<file path="config.mk">
export PLATFORM = sky130hd
export DESIGN_NAME = aerv_regs
export DESIGN_NICKNAME = d
export VERILOG_FILES = /design/src/aerv_regs.v
export VERILOG_INCLUDE_DIRS = /design/src
export SDC_FILE = /design/constraint.sdc
export NUM_CORES = 1
export LEC_CHECK = 0
export ABC_AREA = 1
export BUFFER_PORTS_ARGS = -buffer_cell sky130_fd_sc_hd__clkbuf_2
export CORE_MARGIN = 5
export CORE_UTILIZATION = 49
export CTS_CLUSTER_DIAMETER = 60
export CTS_CLUSTER_SIZE = 10
export DETAILED_ROUTE_END_ITERATION = 10
export PLACE_DENSITY_LB_ADDON = 0.2
export SYNTH_ARGS = -nofsm -noshare
export SYNTH_HDL_FRONTEND = slang
export SYNTH_SLANG_ARGS = --single-unit
</file>
<file path="constraint.sdc">
create_clock -name clk_i -period 2.1 [get_ports clk_i]
set_input_delay 0.21 -clock clk_i [delete_from_list [all_inputs] [get_ports clk_i]]
set_output_delay 0.21 -clock clk_i [all_outputs]
set_load 0.05 [all_outputs]
</file>
<file path="src/aerv_defines.vh">
// Purpose: offsets, field masks and reset values of the error and channel register bank
// Assumes: byte addresses inside configuration space, one 32-bit word per register
// Notes: definitions only
`ifndef AERV_DEFINES_VH
`define AERV_DEFINES_VH

`define AERV_ADDR_W            12

`define AERV_OFF_AER_HDR       12'h100
`define AERV_OFF_UNC_STAT      12'h104
`define AERV_OFF_UNC_MASK      12'h108
`define AERV_OFF_UNC_SEV       12'h10C
`define AERV_OFF_COR_STAT      12'h110
`define AERV_OFF_COR_MASK      12'h114
`define AERV_OFF_CAP_CTRL      12'h118
`define AERV_OFF_HLOG1         12'h11C
`define AERV_OFF_HLOG2         12'h120
`define AERV_OFF_HLOG3         12'h124
`define AERV_OFF_HLOG4         12'h128
`define AERV_OFF_SEC_STAT      12'h12C
`define AERV_OFF_SEC_MASK      12'h130
`define AERV_OFF_SEC_SEV       12'h134
`define AERV_OFF_SEC_CTRL      12'h138
`define AERV_OFF_SLOG1         12'h13C
`define AERV_OFF_SLOG2         12'h140
`define AERV_OFF_SLOG3         12'h144
`define AERV_OFF_SLOG4         12'h148
`define AERV_OFF_RSVD_14C      12'h14C
`define AERV_OFF_VC_HDR        12'h150
`define AERV_OFF_VC_CAP1       12'h154
`define AERV_OFF_VC_CAP2       12'h158
`define AERV_OFF_VC_CTRL       12'h15C
`define AERV_OFF_VC0_RCAP      12'h160

// implemented bits
`define AERV_UNC_VALID         32'h001F_F011
`define AERV_COR_VALID         32'h0000_11C1
`define AERV_SEC_VALID         32'h0000_3FEF

// reset values
`define AERV_UNC_MASK_RST      32'h0000_0000
`define AERV_UNC_SEV_RST       32'h0006_2011
`define AERV_COR_MASK_RST      32'h0000_0000
`define AERV_SEC_MASK_RST      32'h0000_17A8
`define AERV_SEC_SEV_RST       32'h0000_1340

// capability headers: id, version, next offset
`define AERV_AER_HDR_VAL       32'h1501_0001
`define AERV_VC_HDR_VAL        32'h0001_0002

// caps and control fields
`define AERV_FEP_MSB           4
`define AERV_ECRC_GEN_CAP_BIT  5
`define AERV_ECRC_GEN_EN_BIT   6
`define AERV_ECRC_CHK_CAP_BIT  7
`define AERV_ECRC_CHK_EN_BIT   8

`endif

</file>
<file path="src/aerv_regs.v">
// Purpose: error reporting and virtual channel register bank on an APB slave
// Assumes: rst_n_i is the power-on / fundamental reset; error inputs are core-clock pulses
// Notes: zero-wait slave; unmapped addresses read zero and raise pslverr
//
// Function
// - uncorrectable status bits 0,4,12..20 sticky, write-one-clear, reset zero; rest zero
// - uncorrectable status register sits at 104h inside capability starting 100h
// - uncorrectable mask at 108h, sticky read/write, one bit per status bit, reset zero
// - uncorrectable severity at 10Ch sticky; bits 0,4,13,17,18 reset one
// - correctable status at 110h bits 0,6,7,8,12 sticky, write-one-clear, reset zero
// - correctable mask at 114h sticky read/write matching status bits, reset zero
// - first error pointer bits 4:0 at 118h, sticky read-only, reset zero
// - crc capable bits 5,7 read one; enables bits 6,8 sticky, reset zero
// - 16-byte header log 11Ch..128h, lowest byte of each word in bits 31:24
// - secondary status at 12Ch bits 0-3,5-13 sticky write-one-clear
// - secondary mask at 130h sticky; bits 3,5,7,8,9,10,12 reset one
// - secondary severity at 134h sticky; bits 6,8,9,12 reset one
// - secondary first error pointer bits 4:0 at 138h, reset zero, upper bits zero
// - secondary log bits 35:0 hold byte enables and data of attribute phase
// - log bits 39:36 first command, 43:40 dual-address command, 63:44 zero
// - log bits 95:64 first address, 127:96 second address, at 13Ch..148h
// - channel capability header at 150h: id 0002h, version 1h, next offset zero
// - zero extended channels, no arbitration; 154h..15Ch read zero
//
// Decided for this implementation: the APB interface to the registers.
`timescale 1ns/100ps
`include "aerv_defines.vh"

module aerv_regs #(
	parameter ADDR_W = `AERV_ADDR_W
) (
	input  wire              clk_i,
	input  wire              rst_n_i,
	input  wire              psel_i,
	input  wire              penable_i,
	input  wire              pwrite_i,
	input  wire [ADDR_W-1:0] paddr_i,
	input  wire [31:0]       pwdata_i,
	output wire              pready_o,
	output wire              pslverr_o,
	output reg  [31:0]       prdata_o,
	input  wire [31:0]       unc_err_i,
	input  wire [127:0]      unc_hdr_i,
	input  wire [31:0]       cor_err_i,
	input  wire [31:0]       sec_err_i,
	input  wire [35:0]       sec_attr_i,
	input  wire [3:0]        sec_cmd_lo_i,
	input  wire [3:0]        sec_cmd_hi_i,
	input  wire [31:0]       sec_addr_lo_i,
	input  wire [31:0]       sec_addr_hi_i,
	output wire              ecrc_gen_en_o,
	output wire              ecrc_chk_en_o,
	output reg               unc_fatal_o,
	output reg               unc_nonfatal_o,
	output reg               cor_report_o,
	output reg               sec_fatal_o,
	output reg               sec_nonfatal_o
);

	// status, mask, severity (all sticky, power-on reset only)
	reg  [31:0]  unc_stat_q;
	reg  [31:0]  unc_mask_q;
	reg  [31:0]  unc_sev_q;
	reg  [31:0]  cor_stat_q;
	reg  [31:0]  cor_mask_q;
	reg  [4:0]   fep_q;
	reg          ecrc_gen_en_q;
	reg          ecrc_chk_en_q;
	reg  [127:0] hlog_q;
	reg  [31:0]  sec_stat_q;
	reg  [31:0]  sec_mask_q;
	reg  [31:0]  sec_sev_q;
	reg  [4:0]   sec_fep_q;
	reg  [127:0] slog_q;

	wire         wr_en;
	wire         rd_setup;
	reg  [31:0]  rd_d;
	reg          hit_d;
	reg          hit_q;

	wire [31:0]  unc_ev;
	wire [31:0]  cor_ev;
	wire [31:0]  sec_ev;
	wire [31:0]  unc_live;
	wire [31:0]  sec_live;
	wire         unc_logged;
	wire         sec_logged;
	wire [31:0]  unc_clr;
	wire [31:0]  cor_clr;
	wire [31:0]  sec_clr;
	wire         unc_cap;
	wire         sec_cap;
	reg  [31:0]  unc_stat_d;
	reg  [31:0]  cor_stat_d;
	reg  [31:0]  sec_stat_d;
	reg  [31:0]  unc_mask_d;
	reg  [31:0]  unc_sev_d;
	reg  [31:0]  cor_mask_d;
	reg  [31:0]  sec_mask_d;
	reg  [31:0]  sec_sev_d;
	reg          ecrc_gen_en_d;
	reg          ecrc_chk_en_d;

	// one select per mapped word, except sel_vc_zero for the four zero channel words 154h..160h
	wire         sel_aer_hdr;
	wire         sel_unc_stat;
	wire         sel_unc_mask;
	wire         sel_unc_sev;
	wire         sel_cor_stat;
	wire         sel_cor_mask;
	wire         sel_cap_ctrl;
	wire         sel_hlog1;
	wire         sel_hlog2;
	wire         sel_hlog3;
	wire         sel_hlog4;
	wire         sel_sec_stat;
	wire         sel_sec_mask;
	wire         sel_sec_sev;
	wire         sel_sec_ctrl;
	wire         sel_slog1;
	wire         sel_slog2;
	wire         sel_slog3;
	wire         sel_slog4;
	wire         sel_rsvd;
	wire         sel_vc_hdr;
	wire         sel_vc_zero;

	// lowest set bit wins when several errors arrive together
	function [4:0] first_bit;
		input [31:0] v;
		integer i;
		begin
			first_bit = 5'h0_0;
			for (i = 31; i >= 0; i = i - 1) begin
				if (v[i]) begin
					first_bit = i[4:0];
				end
			end
		end
	endfunction

	assign wr_en    = psel_i & penable_i & pwrite_i;
	assign rd_setup = psel_i & ~penable_i & ~pwrite_i;
	assign pready_o = 1'b1;
	assign pslverr_o = psel_i & penable_i & ~hit_q;

	assign unc_ev = unc_err_i & `AERV_UNC_VALID;
	assign cor_ev = cor_err_i & `AERV_COR_VALID;
	assign sec_ev = sec_err_i & `AERV_SEC_VALID;

	assign unc_live = unc_ev & ~unc_mask_q;
	assign sec_live = sec_ev & ~sec_mask_q;

	// pointer is valid while the status bit it names is still set and not masked
	assign unc_logged = unc_stat_q[fep_q] & ~unc_mask_q[fep_q];
	assign sec_logged = sec_stat_q[sec_fep_q] & ~sec_mask_q[sec_fep_q];

	// word selects; anything not listed is unmapped and answers with an error
	assign sel_aer_hdr  = (paddr_i == `AERV_OFF_AER_HDR);
	assign sel_unc_stat = (paddr_i == `AERV_OFF_UNC_STAT);
	assign sel_unc_mask = (paddr_i == `AERV_OFF_UNC_MASK);
	assign sel_unc_sev  = (paddr_i == `AERV_OFF_UNC_SEV);
	assign sel_cor_stat = (paddr_i == `AERV_OFF_COR_STAT);
	assign sel_cor_mask = (paddr_i == `AERV_OFF_COR_MASK);
	assign sel_cap_ctrl = (paddr_i == `AERV_OFF_CAP_CTRL);
	assign sel_hlog1    = (paddr_i == `AERV_OFF_HLOG1);
	assign sel_hlog2    = (paddr_i == `AERV_OFF_HLOG2);
	assign sel_hlog3    = (paddr_i == `AERV_OFF_HLOG3);
	assign sel_hlog4    = (paddr_i == `AERV_OFF_HLOG4);
	assign sel_sec_stat = (paddr_i == `AERV_OFF_SEC_STAT);
	assign sel_sec_mask = (paddr_i == `AERV_OFF_SEC_MASK);
	assign sel_sec_sev  = (paddr_i == `AERV_OFF_SEC_SEV);
	assign sel_sec_ctrl = (paddr_i == `AERV_OFF_SEC_CTRL);
	assign sel_slog1    = (paddr_i == `AERV_OFF_SLOG1);
	assign sel_slog2    = (paddr_i == `AERV_OFF_SLOG2);
	assign sel_slog3    = (paddr_i == `AERV_OFF_SLOG3);
	assign sel_slog4    = (paddr_i == `AERV_OFF_SLOG4);
	assign sel_rsvd     = (paddr_i == `AERV_OFF_RSVD_14C);
	assign sel_vc_hdr   = (paddr_i == `AERV_OFF_VC_HDR);
	assign sel_vc_zero  = (paddr_i == `AERV_OFF_VC_CAP1) | (paddr_i == `AERV_OFF_VC_CAP2) |
		(paddr_i == `AERV_OFF_VC_CTRL) | (paddr_i == `AERV_OFF_VC0_RCAP);

	// capture only while no earlier unmasked error is logged
	assign unc_cap = (|unc_live) & ~unc_logged;
	assign sec_cap = (|sec_live) & ~sec_logged;

	// write-one-clear strobes
	assign unc_clr = (wr_en && sel_unc_stat) ? pwdata_i : 32'h0000_0000;
	assign cor_clr = (wr_en && sel_cor_stat) ? pwdata_i : 32'h0000_0000;
	assign sec_clr = (wr_en && sel_sec_stat) ? pwdata_i : 32'h0000_0000;

	assign ecrc_gen_en_o = ecrc_gen_en_q;
	assign ecrc_chk_en_o = ecrc_chk_en_q;

	// status next values: a new event beats a clear in the same cycle
	always @* begin
		unc_stat_d = ((unc_stat_q & ~unc_clr) | unc_ev) & `AERV_UNC_VALID;
		cor_stat_d = ((cor_stat_q & ~cor_clr) | cor_ev) & `AERV_COR_VALID;
		sec_stat_d = ((sec_stat_q & ~sec_clr) | sec_ev) & `AERV_SEC_VALID;
	end

	// sticky status flags, power-on reset only
	always @(posedge clk_i or negedge rst_n_i) begin
		if (!rst_n_i) begin
			unc_stat_q <= 32'h0000_0000;
			cor_stat_q <= 32'h0000_0000;
			sec_stat_q <= 32'h0000_0000;
		end else begin
			unc_stat_q <= unc_stat_d;
			cor_stat_q <= cor_stat_d;
			sec_stat_q <= sec_stat_d;
		end
	end

	// software-written next values; other words leave them alone
	always @* begin
		unc_mask_d    = unc_mask_q;
		unc_sev_d     = unc_sev_q;
		cor_mask_d    = cor_mask_q;
		sec_mask_d    = sec_mask_q;
		sec_sev_d     = sec_sev_q;
		ecrc_gen_en_d = ecrc_gen_en_q;
		ecrc_chk_en_d = ecrc_chk_en_q;
		if (wr_en) begin
			if (sel_unc_mask) begin
				unc_mask_d = pwdata_i & `AERV_UNC_VALID;
			end else if (sel_unc_sev) begin
				unc_sev_d = pwdata_i & `AERV_UNC_VALID;
			end else if (sel_cor_mask) begin
				cor_mask_d = pwdata_i & `AERV_COR_VALID;
			end else if (sel_cap_ctrl) begin
				ecrc_gen_en_d = pwdata_i[`AERV_ECRC_GEN_EN_BIT];
				ecrc_chk_en_d = pwdata_i[`AERV_ECRC_CHK_EN_BIT];
			end else if (sel_sec_mask) begin
				sec_mask_d = pwdata_i & `AERV_SEC_VALID;
			end else if (sel_sec_sev) begin
				sec_sev_d = pwdata_i & `AERV_SEC_VALID;
			end
		end
	end

	// mask, severity and crc enable flops, power-on reset only
	always @(posedge clk_i or negedge rst_n_i) begin
		if (!rst_n_i) begin
			unc_mask_q    <= `AERV_UNC_MASK_RST;
			unc_sev_q     <= `AERV_UNC_SEV_RST;
			cor_mask_q    <= `AERV_COR_MASK_RST;
			sec_mask_q    <= `AERV_SEC_MASK_RST;
			sec_sev_q     <= `AERV_SEC_SEV_RST;
			ecrc_gen_en_q <= 1'b0;
			ecrc_chk_en_q <= 1'b0;
		end else begin
			unc_mask_q    <= unc_mask_d;
			unc_sev_q     <= unc_sev_d;
			cor_mask_q    <= cor_mask_d;
			sec_mask_q    <= sec_mask_d;
			sec_sev_q     <= sec_sev_d;
			ecrc_gen_en_q <= ecrc_gen_en_d;
			ecrc_chk_en_q <= ecrc_chk_en_d;
		end
	end

	// express-side first error pointer and header log
	always @(posedge clk_i or negedge rst_n_i) begin
		if (!rst_n_i) begin
			fep_q  <= 5'h0_0;
			hlog_q <= 128'h0;
		end else if (unc_cap) begin
			fep_q  <= first_bit(unc_live);
			hlog_q <= unc_hdr_i;
		end
	end

	// secondary first error pointer and transaction log
	always @(posedge clk_i or negedge rst_n_i) begin
		if (!rst_n_i) begin
			sec_fep_q <= 5'h0_0;
			slog_q    <= 128'h0;
		end else if (sec_cap) begin
			sec_fep_q     <= first_bit(sec_live);
			slog_q[35:0]  <= sec_attr_i;
			slog_q[39:36] <= sec_cmd_lo_i;
			slog_q[43:40] <= sec_cmd_hi_i;
			slog_q[63:44] <= 20'h0_0000;
			slog_q[95:64] <= sec_addr_lo_i;
			slog_q[127:96] <= sec_addr_hi_i;
		end
	end

	// error message requests, one cycle after the unmasked event
	always @(posedge clk_i or negedge rst_n_i) begin
		if (!rst_n_i) begin
			unc_fatal_o    <= 1'b0;
			unc_nonfatal_o <= 1'b0;
			cor_report_o   <= 1'b0;
			sec_fatal_o    <= 1'b0;
			sec_nonfatal_o <= 1'b0;
		end else begin
			unc_fatal_o    <= |(unc_live & unc_sev_q);
			unc_nonfatal_o <= |(unc_live & ~unc_sev_q);
			cor_report_o   <= |(cor_ev & ~cor_mask_q);
			sec_fatal_o    <= |(sec_live & sec_sev_q);
			sec_nonfatal_o <= |(sec_live & ~sec_sev_q);
		end
	end

	// read mux, decoded in the setup phase
	always @* begin
		rd_d  = 32'h0000_0000;
		hit_d = 1'b1;
		if (sel_aer_hdr) begin
			rd_d = `AERV_AER_HDR_VAL;
		end else if (sel_unc_stat) begin
			rd_d = unc_stat_q;
		end else if (sel_unc_mask) begin
			rd_d = unc_mask_q;
		end else if (sel_unc_sev) begin
			rd_d = unc_sev_q;
		end else if (sel_cor_stat) begin
			rd_d = cor_stat_q;
		end else if (sel_cor_mask) begin
			rd_d = cor_mask_q;
		end else if (sel_cap_ctrl) begin
			rd_d[`AERV_FEP_MSB:0]          = fep_q;
			rd_d[`AERV_ECRC_GEN_CAP_BIT]   = 1'b1;
			rd_d[`AERV_ECRC_GEN_EN_BIT]    = ecrc_gen_en_q;
			rd_d[`AERV_ECRC_CHK_CAP_BIT]   = 1'b1;
			rd_d[`AERV_ECRC_CHK_EN_BIT]    = ecrc_chk_en_q;
		end else if (sel_hlog1) begin
			rd_d = hlog_q[127:96];
		end else if (sel_hlog2) begin
			rd_d = hlog_q[95:64];
		end else if (sel_hlog3) begin
			rd_d = hlog_q[63:32];
		end else if (sel_hlog4) begin
			rd_d = hlog_q[31:0];
		end else if (sel_sec_stat) begin
			rd_d = sec_stat_q;
		end else if (sel_sec_mask) begin
			rd_d = sec_mask_q;
		end else if (sel_sec_sev) begin
			rd_d = sec_sev_q;
		end else if (sel_sec_ctrl) begin
			rd_d[4:0] = sec_fep_q;
		end else if (sel_slog1) begin
			rd_d = slog_q[31:0];
		end else if (sel_slog2) begin
			rd_d = slog_q[63:32];
		end else if (sel_slog3) begin
			rd_d = slog_q[95:64];
		end else if (sel_slog4) begin
			rd_d = slog_q[127:96];
		end else if (sel_rsvd) begin
			rd_d = 32'h0000_0000;
		end else if (sel_vc_hdr) begin
			rd_d = `AERV_VC_HDR_VAL;
		end else if (sel_vc_zero) begin
			rd_d = 32'h0000_0000;
		end else begin
			hit_d = 1'b0;
		end
	end

	always @(posedge clk_i or negedge rst_n_i) begin
		if (!rst_n_i) begin
			prdata_o <= 32'h0000_0000;
			hit_q    <= 1'b0;
		end else if (psel_i && !penable_i) begin
			prdata_o <= rd_setup ? rd_d : 32'h0000_0000;
			hit_q    <= hit_d;
		end
	end

endmodule // aerv_regs

</file>
==> impl_metrics.csv <==
group,metric,value,unit
run_status,status,"finished clean",
cells_and_area,utilization,72.75,%
drt,via_per_inst,5.505,
job,drv_cap,0,
timing,hold_viol,0,
floorplan,die-area,40200,sq um
timing,tightest_slew,0.5614,ns
cts,clockBufferDepth,3,
critical_path,crit_path_cell_trace,"inv_2 > nand2_2 > nand2_1 > nor2_2 > nand3_2 > or4_4 > nand2_8 > inv_6 > buf_16 > nand2_1 > nand2_1",
critical_path,r2r_start,"unc_mask_q[15]",
cells_and_area,final_cell_mix,"1022 x nand2_1, 349 x dfrtp_1, 341 x clkbuf_2, 291 x dlygate4sd3_1, 192 x buf_4",
yosys,synth_seq_area_share,51.75,%
yosys,avgSynthCellArea,7.709,sq um
cells_and_area,layout.cells.most_common,"nand2_1",
timing,fin_crit_sh,96.37,%
yosys,synth_edf_count,0,
floorplan,rows,69,
drt,first_pass_iters,6,
cells_and_area,nets,3496,
cts,clkLatencyLatePin,0.55,ns
placement,dp_hpwl,49790,um
power,p_leak,13.54,nW
yosys,async_flop_share,100.0,%
placement,io_buffer_count,342,
floorplan,io_pins,422,
global_route,grt_overflow,0,
drt,ant_nets,0,
timing,finalCriticalPeriod,2.024,ns
cells_and_area,fin_area,26000,sq um
critical_path,r2r-end,"hlog_q[90]",
power,p_per_area,1156,nW/um^2
global_route,grt_max_degree,73,
timing,finalClockSkew,0.02082,ns
cts,cts_buffers,44,
critical_path,crit_buf_inv,3,
cts,h-tree-depth,2,
yosys,post_synth_inst_count,2307,
yosys,yosysWarnings,0,
critical_path,reg2reg_slack,0.08,ns
critical_path,crit_required,2.53,ns
global_route,first_global_vias,20190,
yosys,syn-num-nets,2688,
min_path,worstHoldEndpoint,"sec_mask_q[7]",
critical_path,cpMaxStageDelayCell,"or4_4",
critical_path,worst-setup-path-type,"reg -> reg",
timing,slew_headroom,61.60,%
timing,finalSetupViolations,0,
power,peakVddDrop,863.0,uV
placement,dpl_cell_area,21530,sq um
drt,route.vias.total,19800,
global_route,grt.total_usage,35.39,%
critical_path,cp-start-kind,"flop",
timing,rsz0062_at_grt,"true",
critical_path,r2r_cells,11,
power,finalPower,0.03005,W
yosys,synthFlopType,"dfrtp_1",
min_path,hold_class,"in -> reg",
cts,cts.sinks,367,
timing,fmax,494.1,MHz
timing,setup-tns-final,0,ns
cells_and_area,area_growth,46.21,%
cts,root_buffer,"clkbuf_16",
critical_path,crit_path_frequent_cell,"nand2_1",
timing,final-max-slew-violation-count,0,
drt,drcViolationCount,0,
min_path,hp-start,"pwdata_i[7]",
yosys,yosysUniqueCellTypes,51,
cells_and_area,drive_above_1_share,23.66,%
floorplan,die_height,200.5,um
floorplan,start_util,49.76,%
drt,wl_per_cell,20.53,um
yosys,syn_area,17780,sq um
critical_path,cp_max_fo,30,
drt,drt_iter0_markers,1883,
cts,tritoncts,"built",
min_path,worstHoldPathCells,3,
yosys,ys_seq_elements,367,
critical_path,crit_path_max_incr_delay,0.47,ns
global_route,antenna_found_initial,4,
timing,hold_slack,0.03896,ns
critical_path,end_kind,"flop",
cts,clk_pin_slew,0.06,ns
floorplan,core,35740,sq um
placement,place_congestion,0.9572,
drt,routed_wl,73830,um
floorplan,die_x,200.5,um
global_route,grt_pass1_wl,113000,um
critical_path,crit_family,"simple AND/OR/NAND/NOR gates",
critical_path,cp.arrival,2.45,ns
[state kept, by name (all words and copies together), names as in the netlist]
| signal | flops |
|---|---|
| ecrc_gen_en_o | 1 |
| hlog_q | 128 |
| ecrc_chk_en_o | 1 |
| sec_stat_q | 13 |
| sec_fep_q | 4 |
| cor_stat_q | 5 |
| hit_q | 1 |
| sec_sev_q | 13 |
| sec_fatal_o | 1 |
| unc_sev_q | 11 |
| unc_stat_q | 11 |
| sec_nonfatal_o | 1 |
| fep_q | 5 |
| slog_q | 108 |
| cor_report_o | 1 |
| unc_fatal_o | 1 |
| prdata_o | 32 |
| cor_mask_q | 5 |
| unc_mask_q | 11 |
| sec_mask_q | 13 |
| unc_nonfatal_o | 1 |
[power breakdown]
group	switching [W]	total (W)	internal [W]
Sequential	0.00143	0.0110	0.00961
Combinational	0.00747	0.0120	0.00458
Clock	0.00294	0.00697	0.00402
[kinds of logic (layout without fill, tap and decap cells)]
| family | Yosys count | after routing | share of synthesized area, % |
|---|---|---|---|
| other | 1 | 5 | 0.02109 |
| and+or+nand+nor | 1237 | 1237 | 27.90 |
| DFF | 367 | 367 | 51.75 |
| buffers and inverters | 305 | 1130 | 7.450 |
| AOI/OAI and AO/OA | 397 | 397 | 12.87 |
[cells in the mapped netlist (7+ instances only)]
cell type,n,area (sq um)
o21ai_0,127,635.6
buf_2,30,150.1
clkbuf_1,41,153.9
nor2_2,8,50.05
nand4_1,18,112.6
buf_6,14,157.7
o2111ai_1,7,61.31
o21ai_2,7,61.31
nor3_1,11,55.05
inv_1,171,641.9
o21ai_1,71,355.3
a211oi_1,8,60.06
inv_2,31,116.4
dfstp_2,16,420.4
nand2_1,1040,3904
a21oi_1,84,420.4
o211ai_1,15,112.6
dfrtp_1,351,8783
nor2_1,70,262.8
nand3_1,54,270.3
o22ai_1,35,219.0
buf_4,10,75.07
nand2_2,8,50.05
a221oi_1,18,157.7
[layer usage]
metal / GRT usage, % / up-vias / routed length, um
met4: 17.67 / 0 / 4479
met3: 7.932 / 283 / 6930
met2: 54.74 / 1209 / 33080
li1: - / 9013 / -
met1: 47.36 / 9295 / 29340
met5: 0 / - / 0
[tightest hold or removal path, cell delays in order]
cell and delay (ns):
clkbuf_2 0.08, inv_1 0.16, o21ai_0 0.12
[repair_timing]
| action | in CTS | in global routing |
|---|---|---|
| hold buffers | 291 | 0 |
| buffers inserted | 0 | 1 |
| hold endpoints to repair | 342 | 0 |
| setup endpoints to repair | 5 | 236 |
| cloned | 0 | 6 |
| resized for setup | 3 | 46 |
| pin swaps | 1 | 4 |
[worst max path at each step]
stage / from / endpoint / slack, ns / cells after the start
after floorplan: sec_mask_q[3] / slog_q[107] / 0.16 / 11
after global placement: paddr_i[6] / prdata_o[17] / -0.27 / 16
after detailed placement: paddr_i[11] / prdata_o[28] / -0.29 / 13
after CTS: sec_mask_q[7] / slog_q[15] / 0.003 / 12
after global routing: sec_mask_q[3] / slog_q[125] / -0.05 / 11
final: unc_mask_q[15] / hlog_q[90] / 0.08 / 11
[stage by stage]
stage | worst slack [ns] | std cells
after detailed placement | -0.2879 | 3232
after CTS | 0.002973 | 3586
after floorplan | 0.1608 | 2307
final | 0.07626 | 3597
after global placement | -0.2661 | 3232
after global routing | -0.04588 | 3597
[layout make-up]
| cell class | count | area, sq um |
|---|---|---|
| fill | 2597 | 9739 |
| sequential | 367 | 9206 |
| clock inverter | 3 | 37.54 |
| timing repair buffer | 861 | 6778 |
| antenna | 4 | 10.01 |
| inverter | 206 | 780.7 |
| clock buffer | 60 | 1222 |
| multi-input combinational | 1635 | 7391 |
| tap | 461 | 576.8 |
No activity file was read; power rests on OpenSTA's default activity.
